<file path="src/shared/cdi_consts.svh">
// Constants of the clock divider and interrupt pin block.
`ifndef CDI_CONSTS_SVH
`define CDI_CONSTS_SVH
`define CDI_CLK_NS 20
`define CDI_DRDY_PULSE_NS 100
`define CDI_DRDY_PULSE_CYC ((`CDI_DRDY_PULSE_NS + `CDI_CLK_NS - 1) / `CDI_CLK_NS)
`define CDI_PULSE_W 4
`define CDI_OSR_W 17
`define CDI_OSR_MAX 98304
`define CDI_OSR_RST 17'h00100
`define CDI_DIGITAL_SAMPLE_CLOCK_LAST 2'h3
`define CDI_PRE_W 4
`define CDI_ADR_CLKCFG 6'h00
`define CDI_ADR_IRQCFG 6'h01
`define CDI_ADR_OSR 6'h02
`define CDI_ADR_STATE 6'h03
`define CDI_ADR_INTSTAT 6'h04
`define CDI_ADR_INTMASK 6'h05
`define CDI_SRC_EXT 2'h0
`define CDI_SRC_INT 2'h2
`define CDI_SRC_INT_OUT 2'h3
`define CDI_SRC_RST 2'h2
`define CDI_PRE_RST 2'h0
`define CDI_IRQCFG_RST 2'h0
`define CDI_IRQCFG_MODULATOR_BITSTREAM_OUT 1
`define CDI_IRQCFG_IDLE_HI 0
`define CDI_CLK_SRC_LSB 0
`define CDI_CLK_PRE_LSB 2
`define CDI_CLK_CONV_BIT 4
`define CDI_ST_PAD_BIT 4
`define CDI_ST_ASSERT_BIT 5
`define CDI_INT_DRDY 0
`define CDI_INT_PADLOW 1
`define CDI_IDLE_FULL 2'h3
`endif

</file>
<file path="src/shared/cdi_pkg.sv">
// Types of the clock divider and interrupt pin block.
`include "cdi_consts.svh"
package cdi_pkg;
   typedef struct packed {
      logic ack;
      logic [31:0] rdata;
      logic [1:0] src_cfg;
      logic [1:0] pre_cfg;
      logic conv_en;
      logic [1:0] irq_cfg;
      logic [`CDI_OSR_W-1:0] osr_cfg;
      logic [1:0] src_act;
      logic [1:0] pre_act;
      logic [`CDI_OSR_W-1:0] osr_act;
      logic osc;
      logic mclk_prev;
      logic [`CDI_PRE_W-1:0] pre_cnt;
      logic analog_master_clock;
      logic [1:0] dm_cnt;
      logic [`CDI_OSR_W-1:0] osr_cnt;
      logic modulator_bitstream_out;
      logic samp;
      logic drdy;
      logic [`CDI_PULSE_W-1:0] pulse_cnt;
      logic [1:0] idle_cnt;
      logic pad_low;
      logic irq_o;
      logic irq_oe;
      logic mclk_oe;
      logic [1:0] int_stat;
      logic [1:0] int_mask;
      logic int_o;
   } cdi_state_t;
endpackage : cdi_pkg

</file>
<file path="src/rtl/cdi_clk_irq.sv">
// Clock divider chain, modulator bitstream and shared interrupt pin with a Wishbone register slave.
// How it works
// [RULE_01] Pin-function bit clear: shared pin shows all four interrupt sources, active low.
// [RULE_02] In interrupt mode bit zero picks idle level: released or driven high.
// [RULE_03] Pin-function bit set: pin carries modulator bitstream, refreshed on each sample strobe.
// [RULE_04] In bitstream mode a power-on or CRC interrupt forces the pin low.
// [RULE_05] Pad level is sensed; a low pad while idle is flagged and blocks data-ready.
// [RULE_06] Clock source select makes master clock pin an input or analog clock output.
// [RULE_07] Analog clock is the selected master clock divided by the prescale factor.
// [RULE_08] Sample clock is analog clock over four; one modulator bit per sample.
// [RULE_09] In continuous conversion a result comes every oversampling-ratio samples.
// [RULE_10] Each new result gives a data-ready low pulse on the interrupt pin.
// [RULE_11] Serial clock logic stays outside; master clock is only sampled here.
// [RULE_12] Prescale codes 0 to 3 divide by 1, 2, 4 and 8.
// [RULE_13] New clock settings take effect only on a sample period boundary.
`timescale 1ns/100ps
`include "cdi_consts.svh"
module cdi_clk_irq #(
   parameter int unsigned OSR_RESET = 256
) (
   input wire logic CLK,
   input wire logic RST_N,
   input wire logic WB_CYC_I,
   input wire logic WB_STB_I,
   input wire logic WB_WE_I,
   input wire logic [7:0] WB_ADR_I,
   input wire logic [3:0] WB_SEL_I,
   input wire logic [31:0] WB_DAT_I,
   output logic [31:0] WB_DAT_O,
   output logic WB_ACK_O,
   output logic INT_O,
   input wire logic MCLK_I,
   output logic MCLK_O,
   output logic MCLK_OE,
   input wire logic IRQ_I,
   output logic IRQ_O,
   output logic IRQ_OE,
   input wire logic MOD_BIT_I,
   input wire logic POR_PEND_I,
   input wire logic CRC_PEND_I,
   input wire logic EOS_PEND_I,
   output logic SAMPLE_O,
   output logic DRDY_O
);
   import cdi_pkg::*;

   // The divide-by-eight prescale needs a counter one bit wider than its top code.
   if (OSR_RESET < 1 || OSR_RESET > `CDI_OSR_MAX) begin : g_bad_osr
      $error("OSR_RESET out of range");
   end

   cdi_state_t st_q;
   cdi_state_t st_d;

   logic mlev;
   logic mrise;
   logic [`CDI_PRE_W-1:0] pdiv;
   logic [`CDI_PRE_W-1:0] pcnt_n;
   logic analog_master_clock_rise;
   logic samp_n;
   logic drdy_n;
   logic assert_n;
   logic lock_n;
   logic pad_fault;
   logic req;
   logic [31:0] cur;
   logic [31:0] bmask;
   logic [31:0] wval;
   logic [1:0] ev;

   always_comb begin
      st_d = st_q;
      // The master clock is only sampled as a level; it never clocks a flop. [RULE_11]
      st_d.osc = ~st_q.osc;
      mlev = st_q.src_act[1] ? st_q.osc : MCLK_I;
      st_d.mclk_prev = mlev;
      mrise = mlev & ~st_q.mclk_prev;
      pdiv = `CDI_PRE_W'(1) << st_q.pre_act; // [RULE_12]
      pcnt_n = st_q.pre_cnt;
      analog_master_clock_rise = 1'b0;
      if (mrise) begin
         if (st_q.pre_cnt == pdiv - `CDI_PRE_W'(1)) begin
            pcnt_n = '0;
            analog_master_clock_rise = 1'b1; // [RULE_07]
         end else begin
            pcnt_n = st_q.pre_cnt + `CDI_PRE_W'(1);
         end
      end
      st_d.pre_cnt = pcnt_n;
      st_d.analog_master_clock = (pdiv == `CDI_PRE_W'(1)) ? mlev : (pcnt_n < (pdiv >> 1)); // [RULE_07]
      // Driving the pin only in the output code avoids contention with an external clock source.
      st_d.mclk_oe = (st_q.src_act == `CDI_SRC_INT_OUT); // [RULE_06]
      samp_n = 1'b0;
      if (analog_master_clock_rise) begin
         st_d.dm_cnt = st_q.dm_cnt + 2'h1;
         samp_n = (st_q.dm_cnt == `CDI_DIGITAL_SAMPLE_CLOCK_LAST); // [RULE_08]
      end
      st_d.samp = samp_n;
      if (samp_n) begin
         st_d.modulator_bitstream_out = MOD_BIT_I; // [RULE_08] [RULE_03]
         // Switching only here keeps every sample and data-rate period whole. [RULE_13]
         st_d.src_act = st_q.src_cfg;
         st_d.pre_act = st_q.pre_cfg;
         st_d.pre_cnt = '0;
      end
      drdy_n = 1'b0;
      if (!st_q.conv_en) begin
         st_d.osr_cnt = '0;
         st_d.osr_act = st_q.osr_cfg;
      end else if (samp_n) begin
         if (st_q.osr_cnt >= st_q.osr_act - `CDI_OSR_W'(1)) begin
            st_d.osr_cnt = '0;
            st_d.osr_act = st_q.osr_cfg;
            drdy_n = 1'b1; // [RULE_09]
         end else begin
            st_d.osr_cnt = st_q.osr_cnt + `CDI_OSR_W'(1);
         end
      end
      st_d.drdy = drdy_n;
      // The pad must read high while idle; a stuck-low pad would hide every data-ready. [RULE_05]
      if (st_q.irq_oe && !st_q.irq_o) begin
         st_d.idle_cnt = 2'h0;
      end else if (st_q.idle_cnt != `CDI_IDLE_FULL) begin
         st_d.idle_cnt = st_q.idle_cnt + 2'h1;
      end
      // A pin that the block itself pulls low is no fault, so only a released or high pin is judged.
      st_d.pad_low = (st_q.idle_cnt == `CDI_IDLE_FULL) && (st_q.irq_o || !st_q.irq_oe) && !IRQ_I; // [RULE_05]
      pad_fault = st_d.pad_low && !st_q.pad_low;
      if (st_q.pulse_cnt != '0) begin
         st_d.pulse_cnt = st_q.pulse_cnt - `CDI_PULSE_W'(1);
      end
      if (drdy_n && !st_q.pad_low && !st_q.irq_cfg[`CDI_IRQCFG_MODULATOR_BITSTREAM_OUT]) begin
         st_d.pulse_cnt = `CDI_PULSE_W'(`CDI_DRDY_PULSE_CYC); // [RULE_10]
      end
      lock_n = POR_PEND_I | CRC_PEND_I;
      assert_n = lock_n | EOS_PEND_I | (st_d.pulse_cnt != '0); // [RULE_01]
      if (st_q.irq_cfg[`CDI_IRQCFG_MODULATOR_BITSTREAM_OUT]) begin
         st_d.irq_oe = 1'b1;
         st_d.irq_o = lock_n ? 1'b0 : st_d.modulator_bitstream_out; // [RULE_03] [RULE_04]
      end else if (assert_n) begin
         st_d.irq_oe = 1'b1;
         st_d.irq_o = 1'b0; // [RULE_01]
      end else begin
         st_d.irq_oe = st_q.irq_cfg[`CDI_IRQCFG_IDLE_HI]; // [RULE_02]
         st_d.irq_o = 1'b1;
      end
      req = WB_CYC_I & WB_STB_I & ~st_q.ack;
      st_d.ack = req;
      case (WB_ADR_I[7:2])
         `CDI_ADR_CLKCFG: cur = {27'h0, st_q.conv_en, st_q.pre_cfg, st_q.src_cfg};
         `CDI_ADR_IRQCFG: cur = {30'h0, st_q.irq_cfg};
         `CDI_ADR_OSR: cur = {15'h0, st_q.osr_cfg};
         `CDI_ADR_STATE: cur = {26'h0, ~st_q.irq_o & st_q.irq_oe, IRQ_I, st_q.pre_act, st_q.src_act};
         `CDI_ADR_INTSTAT: cur = {30'h0, st_q.int_stat};
         `CDI_ADR_INTMASK: cur = {30'h0, st_q.int_mask};
         default: cur = 32'h0;
      endcase
      bmask = {{8{WB_SEL_I[3]}}, {8{WB_SEL_I[2]}}, {8{WB_SEL_I[1]}}, {8{WB_SEL_I[0]}}};
      wval = (cur & ~bmask) | (WB_DAT_I & bmask);
      st_d.rdata = req ? (WB_WE_I ? 32'h0 : cur) : st_q.rdata;
      ev = 2'h0;
      ev[`CDI_INT_DRDY] = drdy_n;
      ev[`CDI_INT_PADLOW] = pad_fault;
      st_d.int_stat = st_q.int_stat | ev;
      if (req && WB_WE_I) begin
         case (WB_ADR_I[7:2])
            `CDI_ADR_CLKCFG: begin
               st_d.src_cfg = wval[`CDI_CLK_SRC_LSB +: 2];
               st_d.pre_cfg = wval[`CDI_CLK_PRE_LSB +: 2];
               st_d.conv_en = wval[`CDI_CLK_CONV_BIT];
            end
            `CDI_ADR_IRQCFG: st_d.irq_cfg = wval[1:0];
            `CDI_ADR_OSR: begin
               if (wval[`CDI_OSR_W-1:0] != '0 && wval[`CDI_OSR_W-1:0] <= `CDI_OSR_W'(`CDI_OSR_MAX)) begin
                  st_d.osr_cfg = wval[`CDI_OSR_W-1:0];
               end
            end
            `CDI_ADR_INTMASK: st_d.int_mask = wval[1:0];
            default: begin
            end
         endcase
      end else if (req && WB_ADR_I[7:2] == `CDI_ADR_INTSTAT) begin
         // A read clears only what it returned; an event in the same cycle survives.
         st_d.int_stat = ev;
      end
      st_d.int_o = |(st_d.int_stat & st_d.int_mask);
   end

   always_ff @(posedge CLK or negedge RST_N) begin
      if (!RST_N) begin
         st_q <= '0;
         st_q.src_cfg <= `CDI_SRC_RST;
         st_q.src_act <= `CDI_SRC_RST;
         st_q.pre_cfg <= `CDI_PRE_RST;
         st_q.pre_act <= `CDI_PRE_RST;
         st_q.irq_cfg <= `CDI_IRQCFG_RST;
         st_q.osr_cfg <= `CDI_OSR_W'(OSR_RESET);
         st_q.osr_act <= `CDI_OSR_W'(OSR_RESET);
         st_q.irq_o <= 1'b1;
      end else begin
         st_q <= st_d;
      end
   end

   assign WB_DAT_O = st_q.rdata;
   assign WB_ACK_O = st_q.ack;
   assign INT_O = st_q.int_o;
   assign MCLK_O = st_q.analog_master_clock;
   assign MCLK_OE = st_q.mclk_oe;
   assign IRQ_O = st_q.irq_o;
   assign IRQ_OE = st_q.irq_oe;
   assign SAMPLE_O = st_q.samp;
   assign DRDY_O = st_q.drdy;
endmodule : cdi_clk_irq

</file>
<file path="config.mk">
export PLATFORM = sky130hd
export DESIGN_NAME = cdi_clk_irq
export DESIGN_NICKNAME = d
export VERILOG_FILES = /design/src/shared/cdi_pkg.sv /design/src/rtl/cdi_clk_irq.sv
export VERILOG_INCLUDE_DIRS = /design/src /design/src/shared
export SDC_FILE = /design/constraint.sdc
export NUM_CORES = 1
export LEC_CHECK = 0
export ABC_AREA = 1
export BUFFER_PORTS_ARGS = -buffer_cell sky130_fd_sc_hd__buf_2
export CAP_MARGIN = 0
export CORE_UTILIZATION = 25
export CTS_BUF_LIST = sky130_fd_sc_hd__clkbuf_8
export DETAILED_ROUTE_END_ITERATION = 6
export PLACE_DENSITY_LB_ADDON = 0.15
export SKIP_LAST_GASP = 1
export SYNTH_ARGS = -nofsm -noshare
export SYNTH_HDL_FRONTEND = slang
export SYNTH_SLANG_ARGS = --single-unit
</file>
<file path="constraint.sdc">
create_clock -name CLK -period 3.6 [get_ports CLK]
set_clock_uncertainty 0.15 [all_clocks]
set_input_delay 1.08 -clock CLK [delete_from_list [all_inputs] [get_ports CLK]]
set_output_delay 1.08 -clock CLK [all_outputs]
set_load 0.05 [all_outputs]
</file>
Word level (Yosys, flattened, before mapping)
Index checks and enable logic that the tools add are counted.
{"block": "word_totals", "register_bits": 122, "inputBits": 55, "output_inout_bits": 40, "word_cells": 125}
{"block": "classes", "n_addsub": 7, "n_lt_le_gt_ge": 3, "eq_ne": 13, "shifts": 1, "muxes": 31, "bitwise_logic": 17, "reduce_logical": 25}
{"op": "two-way mux 17 bit", "n": 6}
{"op": "case mux 17 bit (6 select lines)", "n": 1}
{"op": "AND 17 bit", "n": 2}
{"op": "two-way mux 32 bit", "n": 1}
{"op": "two-way mux 4 bit", "n": 5}
{"op": "adder 17 x 1 -> 17 bit, second input constant", "n": 1}
{"op": ">= comparator 17 bit", "n": 1}
{"op": "<= comparator 17 bit, second input constant", "n": 1}
{"op": "NOT 17 bit", "n": 1}
{"op": "bitwise OR 17 bit", "n": 1}
{"op": "nonzero test 17 bit", "n": 1}
{"op": "subtractor 17 x 1 -> 17 bit, second input constant", "n": 1}
{"op": "two-way mux 2 bit", "n": 8}
{"op": "== test 6 x 2 -> 1 bit, second input constant", "n": 2}
{"op": "== test 6 x 3 -> 1 bit, second input constant", "n": 2}
{"op": "two-way mux 1 bit", "n": 10}
{"op": "logical AND 1 bit", "n": 9}
{"op": "nonzero test 4 bit", "n": 2}
{"op": "subtractor 4 x 1 -> 4 bit, second input constant", "n": 2}
{"op": "== test 2 bit, second input constant", "n": 3}
{"op": "== test 6 x 1 -> 1 bit, second input constant", "n": 1}
{"op": "zero test 6 bit", "n": 1}
{"op": "AND reduction 2 bit", "n": 3}
{"op": "zero test 1 bit", "n": 5}
{"op": "17 further kinds", "n": 27}

Logic depth before layout (Yosys ltp)
Gate-level depths: netlist of run 1.
{"block": "logic_depth", "depth_word": 15, "depth_mapped": 21, "depth_no_buf": 21}

Worst setup path before layout of run 1
OpenSTA, ideal clock, no wires.
{"block": "synth_path", "path_kind": "register to register", "startpoint": "register st_q[44] (netlist name)", "endpoint": "register st_q[45] (netlist name)", "setup_time_ps": 126, "arrival_ps": 3019, "t_required_ps": 3324, "path_slack_ps": 305, "path_stages_with_launch": 21, "path_buffers": 1, "period_less_slack_ps": 3295, "cell_sequence": "dfrtp_1 -> inv_1 -> ha_1 -> nand2_1 -> nor4_1 -> nand3_1 -> nor3_1 -> nand3_1 -> xor2_1 -> inv_1 -> ha_1 -> nand2_1 -> nor2_1 -> nand4_1 -> nor4_1 -> nor2_1 -> nand3_1 -> nor2_1 -> nor2_4 -> buf_2 -> o21ai_0"}
{"block": "synth_between", "elab_chain_len": 4}
{"element": "start: declaration", "line_no": "cdi_clk_irq.sv:52", "text": "cdi_state_t st_q;"}
{"element": "start signal: assignment", "line_no": "cdi_clk_irq.sv:201", "text": "st_q <= st_d;"}
{"element": "subtractor 17 x 1 -> 17 bit", "line_no": "cdi_clk_irq.sv:111", "text": "if (st_q.osr_cnt >= st_q.osr_act - `CDI_OSR_W'(1)) begin"}
{"element": ">= comparator 17 bit", "line_no": "cdi_clk_irq.sv:111"}
{"element": "!= test 2 x 1 -> 1 bit (no line)"}
{"element": "AND reduction 2 bit (no line)"}
No other way between the ends.
A chain may end at the register's enable or synchronous reset.

==> reports/metrics.csv, run 1 <==
metric;value;unit
synth_ff_type;dfrtp_1;
postRouteAntennaNets;0;
fin_crit;3.45;ns
htree_levels;3;
cap_violations;0;
cts_sinks;107;
synthArstFlopShare;100;%
worst-setup-path-type;register to register;
dp_slack;-0.122;ns
synth-seq-cells;107;
wirelength;15300;um
avgSynthCellArea;7.96;sq um
cts_root_buffer;clkbuf_8;
place.gp.congestion;0.769;
hold_end;st_q[43];
die_y;158;um
final_cells;1175;
clk_latency;0.40;ns
setup_slack;0.147;ns
min_path_type;register to register;
critical_path.endpoint_type;register;
power_leakage;3.82;nW
synthesis.instances;766;
initial_core_util;25.8;%
antenna_found_initial;0;
top_level_ports;95;
final_common_cell;nand2_1;
nNetsFinal;931;
vias_per_cell;4.28;
rr_startpoint;st_q[47];
die_x;158;um
cts-buffers-inserted;9;
power_density;360;mW/mm^2
grt_pass1_wl;26100;um
cp.arrival;3.59;ns
ff2ff_setup_slack;0.15;ns
slew_headroom;60.8;%
startpoint_type;register;
post-place-cells;1141;
grt_max_degree;49;
hold_depth;1;
wl_per_cell;13.0;um
core;0.0237;sq mm
grt_overflow_total;0;
antenna_cells;0;
vias;5026;
ff2ff_path_depth;21;
r2r-end;st_q[14];
hold_viol_final;0;
ir_drop;0.166;mV
syn2layout_area_growth;20.4;%
fmax;290;MHz
port_buffers;61;
critPathMaxFanout;6;
drive_above_1_share;21.7;%
yosysWarnings;0;
report.final.slew_viol_count;0;
fin_crit_sh;95.9;%
required;3.74;ns
firstDrtPassIters;4;
die_area;0.0250;sq mm
final_cell_mix;nand2_1, dfrtp_1, inv_1, nor2_1, buf_2;
track_usage;13.5;%
timing.hold.worst.start;st_q[43];
rows;56;
tightest_slew;0.588;ns
synth-edff-count;0;
path_clk_slew;0.11;ns
synth-seq-area-share;44.0;%
cts_tree;built;
detailed_place_hpwl;11400;um
setup_viol;0;
grt_pass1_vias;4989;
drtIter0Drc;232;
rsz0062_at_grt;true;
nFillCells;2616;
clk_path_buf_depth;2;
status;finished clean;
syn-cell-area;0.00610;sq mm
synth.distinct_cells;40;
drc_errors;0;
repair_timing:
item                                    CTS  global route
hold buffers                              0             0
setup buffers                            15             5
endpoints found under the setup margin   40            43
resized for setup                        30            26
cloned                                    0             0
pin swaps                                20            29
per-stage QoR:
step | area, sq um | hold WS (ns) | total power [mW] | TNS (ns) | util, %
2_1_floorplan | 6150 | 0.233 | 1.64 | 0 | -
3_3_place_gp | 6770 | 0.240 | 1.79 | -2.28 | 28.6
3_5_place_dp | 6770 | 0.244 | 1.80 | -3.18 | 28.6
4_1_cts | 7230 | 0.259 | 2.67 | -0.0261 | 30.5
5_1_grt | 7340 | 0.291 | 2.81 | -2.17 | 31.0
6_report | 7340 | 0.256 | 2.64 | 0 | 31.0
state kept, by name, indices dropped and copies added (netlist names):
name / cells
DRDY_O: 1
INT_O: 1
IRQ_O: 1
IRQ_OE: 1
MCLK_O: 1
MCLK_OE: 1
SAMPLE_O: 1
WB_ACK_O: 1
WB_DAT_O: 17
st_q: 82
final cells by class:
cell class                 count  area, sq um  area share, %
multi-input combinational    545         3050           41.6
sequential                   107         2680           36.5
timing repair buffer         107          697           9.49
tap                          319          399           5.44
inverter                      81          310           4.23
clock buffer                   9          124           1.69
clock inverter                 7         76.3           1.04
worst max path at each step:
stage | from | end | slack (ns) | depth (start not counted)
after floorplan | st_q[44] | st_q[45] | 0.31 | 20
after global placement | st_q[44] | INT_O | -0.1 | 22
after detailed placement | st_q[44] | st_q[48] | -0.12 | 22
after CTS | st_q[46] | st_q[48] | -0.01 | 22
after global routing | st_q[45] | st_q[27] | -0.14 | 22
final | st_q[47] | st_q[14] | 0.15 | 21
critical path: stages (launching register included):
cell and delay [ns]:
dfrtp_1 0.48, nor2_2 0.16, nand2_4 0.08, nor4_4 0.21, buf_4 0.16, nand3_4 0.07
nor3_4 0.16, nand3_2 0.11, xor2_2 0.16, inv_2 0.07, ha_4 0.28, nand2_4 0.05
nor2_4 0.10, nand4_1 0.13, nor4_2 0.18, nor2_1 0.08, nand3_2 0.11, buf_6 0.11
buf_6 0.10, nand4_1 0.21, nand2_1 0.13, inv_1 0.05
cell families (layout without fill, tap and decap cells):
kind of cell | after synthesis | after routing | synth area share (%)
and+or+nand+nor | 396 | 396 | 28.7
DFF | 107 | 107 | 44.0
other | 1 | 15 | 0.0615
buffers and inverters | 128 | 204 | 10.4
adders and majority gates | 25 | 25 | 5.13
xor gates and xnor gates | 30 | 30 | 4.31
AOI/OAI and AO/OA | 79 | 79 | 7.44
metal layers:
layer | wire (um) | vias up | track usage (%) | part of all wire (%)
li1 | - | 2606 | - | -
met1 | 7850 | 2331 | 19.1 | 51
met2 | 6760 | 78 | 20.7 | 44
met3 | 437 | 11 | 2.00 | 2.9
met4 | 227 | 0 | 4.81 | 1.5
met5 | 0 | - | 0 | 0
where the power goes:
part           internal (mW)  switching (mW)
logic                  0.208           0.341
clock network          0.328           0.473
registers               1.25          0.0393
total                   1.79           0.854
cell usage after synthesis (all sizes together) (4+ instances only):
master | number | area [sq um]
nand4 | 23 | 144
nand2 | 221 | 865
a22o | 7 | 61.3
or2 | 6 | 37.5
a21oi | 16 | 80.1
dfstp | 5 | 131
ha | 25 | 313
o21ai | 48 | 240
nor2 | 73 | 320
inv | 79 | 299
nand3 | 49 | 250
clkbuf | 5 | 18.8
buf | 42 | 308
nor4 | 5 | 31.3
dfrtp | 102 | 2550
a32o | 4 | 40.0
nor3 | 15 | 75.1
xor2 | 28 | 245
Note: power is estimated with default switching activity, not from simulation.
==> run 2, diff against run 1 <==
Settings changed: BUFFER_PORTS_ARGS -buffer_cell sky130_fd_sc_hd__buf_2 to -buffer_cell sky130_fd_sc_hd__clkbuf_2.
==> reports/metrics.csv, run 2 (synthesis gave the netlist of run 1 again) <==
metric;value;unit;change
status;finished clean;;unchanged
grt_pass1_vias;4897;;was 4989
path_cells;inv_2, ha_4, nand2_4, nor4_4, buf_4, nand3_4, nor3_4, nand3_2, xor2_1, inv_1, ha_4, nand2_4, nor2_4, nand4_1, nor4_2, nor2_1, nand3_2, buf_6, buf_6, nand4_1, nand3_1, nand2_1;;was nor2_2, nand2_4, nor4_4, buf_4, nand3_4, nor3_4, nand3_2, xor2_2, inv_2, ha_4, nand2_4, nor2_4, nand4_1, nor4_2, nor2_1, nand3_2, buf_6, buf_6, nand4_1, nand2_1, inv_1
final_area;0.00721;sq mm;was 0.00734 sq mm
syn2layout_area_growth;18.2;%;was 20.4%
fmax;288;MHz;was 290 MHz
hold_viol_final;0;;unchanged
top_level_ports;95;;unchanged
power_density;373;mW/mm^2;was 360 mW/mm^2
largest-register;st_q;;unchanged
wirelength;15100;um;was 15300 um
cts_root_buffer;clkbuf_8;;unchanged
postRouteAntennaNets;0;;unchanged
drtIter0Drc;162;;was 232
slew_headroom;55.2;%;was 60.8%
report.final.slew_viol_count;0;;unchanged
die_area;0.0250;sq mm;unchanged
place.gp.congestion;0.756;;was 0.769
fin_crit_sh;96.4;%;was 95.9%
power_frac_seq;48.0;%;was 48.9%
clk_path_buf_depth;2;;unchanged
power_frac_comb;19.6;%;was 20.8%
dp_slack;-0.0591;ns;was -0.122 ns
die_y;158;um;unchanged
core;0.0237;sq mm;unchanged
finish.utilization;30.4;%;was 31.0%
power_leakage;3.73;nW;was 3.82 nW
tightest_slew;0.672;ns;was 0.588 ns
antenna_cells;0;;unchanged
cp.buffers_inverters;5;;unchanged
track_usage;13.2;%;was 13.5%
critical_path.endpoint_type;register;;unchanged
htree_levels;3;;unchanged
cts_sinks;107;;unchanged
power.net_switching;842;uW;was 854 uW
rsz0062_at_grt;true;;unchanged
startpoint_type;register;;unchanged
cp.arrival;3.66;ns;was 3.59 ns
vias_per_cell;4.28;;about the same
wl_per_cell;13.0;um;about the same
final_cells;1164;;was 1175
detailed_place_hpwl;11400;um;about the same
worst_hold_slack;0.260;ns;was 0.256 ns
post-place-cells;1141;;unchanged
largest_reg_flops;82;;unchanged
grt_max_degree;51;;was 49
die_x;158;um;unchanged
cts_hold_buf;0;;unchanged
drc_errors;0;;unchanged
vias;4985;;was 5026
clk_latency;0.39;ns;was 0.40 ns
port_buffers;61;;unchanged
grt_overflow_total;0;;unchanged
fin_tns_setup;0;ns;unchanged
firstDrtPassIters;4;;unchanged
rows;56;;unchanged
cap_violations;0;;unchanged
setup_viol;0;;unchanged
post_dp_cell_area;0.00677;sq mm;unchanged
path_clk_slew;0.11;ns;about the same
critical_path.slowest_cell;dfrtp_1;;unchanged
nNetsFinal;920;;was 931
min_path_type;register to register;;unchanged
clockPowerShare;32.4;%;was 30.3%
power;2.69;mW;was 2.64 mW
antenna_found_initial;0;;unchanged
required;3.78;ns;was 3.74 ns
fin_crit;3.47;ns;was 3.45 ns
final_cell_mix;nand2_1, dfrtp_1, inv_1, nor2_1, clkbuf_2;;was nand2_1, dfrtp_1, inv_1, nor2_1, buf_2
setup_slack;0.130;ns;was 0.147 ns
worst-setup-path-type;register to register;;unchanged
cp_top_family;simple AND/OR/NAND/NOR gates;;unchanged
nFillCells;2622;;was 2616
intPower;1.85;mW;was 1.79 mW
ir_drop;0.234;mV;was 0.166 mV
initial_core_util;25.8;%;unchanged
final_common_cell;nand2_1;;unchanged
p_sw_share;31.3;%;was 32.3%
cts-buffers-inserted;9;;unchanged
drive_above_1_share;19.5;%;was 21.7%
worst_path_largest_cell_delay;0.41;ns;was 0.48 ns
grt_pass1_wl;25500;um;was 26100 um
cts_tree;built;;unchanged
critPathMaxFanout;6;;unchanged
## run 2: cell count changes in the layout (fill, tap and decap cells not counted), moves of 3 or more
cell and change:
nand2_1 +4, clkinvlp_4 +3, buf_2 -60, buf_4 -8
clkbuf_2 +60, nand2_2 -3, buf_6 -3
## run 2: path summary, 6_finish.rpt
path                       startpoint        to  slack, ns  depth (start not counted)
setup reg to reg             st_q[45]     IRQ_O       0.13                         22
max in group asynchronous       RST_N     IRQ_O       2.01                          2
hold reg to reg              st_q[43]  st_q[43]       0.26                          1
min in group asynchronous       RST_N  st_q[43]       0.56                          1
hold / removal               st_q[43]  st_q[43]       0.26                          1
setup / recovery             st_q[45]     IRQ_O       0.13                         22
## run 2: layer usage
layer	global-route usage, %	routed length (um)
met5	0	0
met4	4.49	184
met1	18.5	7800
met2	20.4	6740
met3	2.11	359
## run 2: repair_timing
action | in CTS | in global routing
buffers inserted | 3 | 4
gates resized for setup | 12 | 24
setup endpoints to repair | 37 | 43
pin swaps | 10 | 23
gates cloned | 0 | 0
## run 2: cell type report
cell class                      instances  area, sq um  area share [%]
Multi-Input combinational cell        545         2990            41.5
Sequential cell                       107         2680            37.2
Timing Repair Buffer                   96          603            8.36
Tap cell                              319          399            5.54
Inverter                               81          310            4.30
Clock buffer                            9          124            1.72
Clock inverter                          7          101            1.41
## run 2: worst register-to-register path: stages, from the launching register on
cell and delay, ns:
dfrtp_1 0.41, inv_2 0.08, ha_4 0.15, nand2_4 0.06, nor4_4 0.21, buf_4 0.16
nand3_4 0.07, nor3_4 0.21, nand3_2 0.09, xor2_1 0.16, inv_1 0.09, ha_4 0.28
nand2_4 0.05, nor2_4 0.10, nand4_1 0.12, nor4_2 0.16, nor2_1 0.09, nand3_2 0.12
buf_6 0.11, buf_6 0.09, nand4_1 0.20, nand3_1 0.17, nand2_1 0.07
## run 2: power groups by stage
stage | Sequential, mW | Combinational, mW | Clock [mW]
floorplan | 1.33 | 0.310 | 0
global placement | 1.32 | 0.479 | 0
detailed placement | 1.32 | 0.482 | 0
CTS | 1.29 | 0.494 | 0.905
global route | 1.30 | 0.605 | 0.955
finish | 1.29 | 0.527 | 0.870
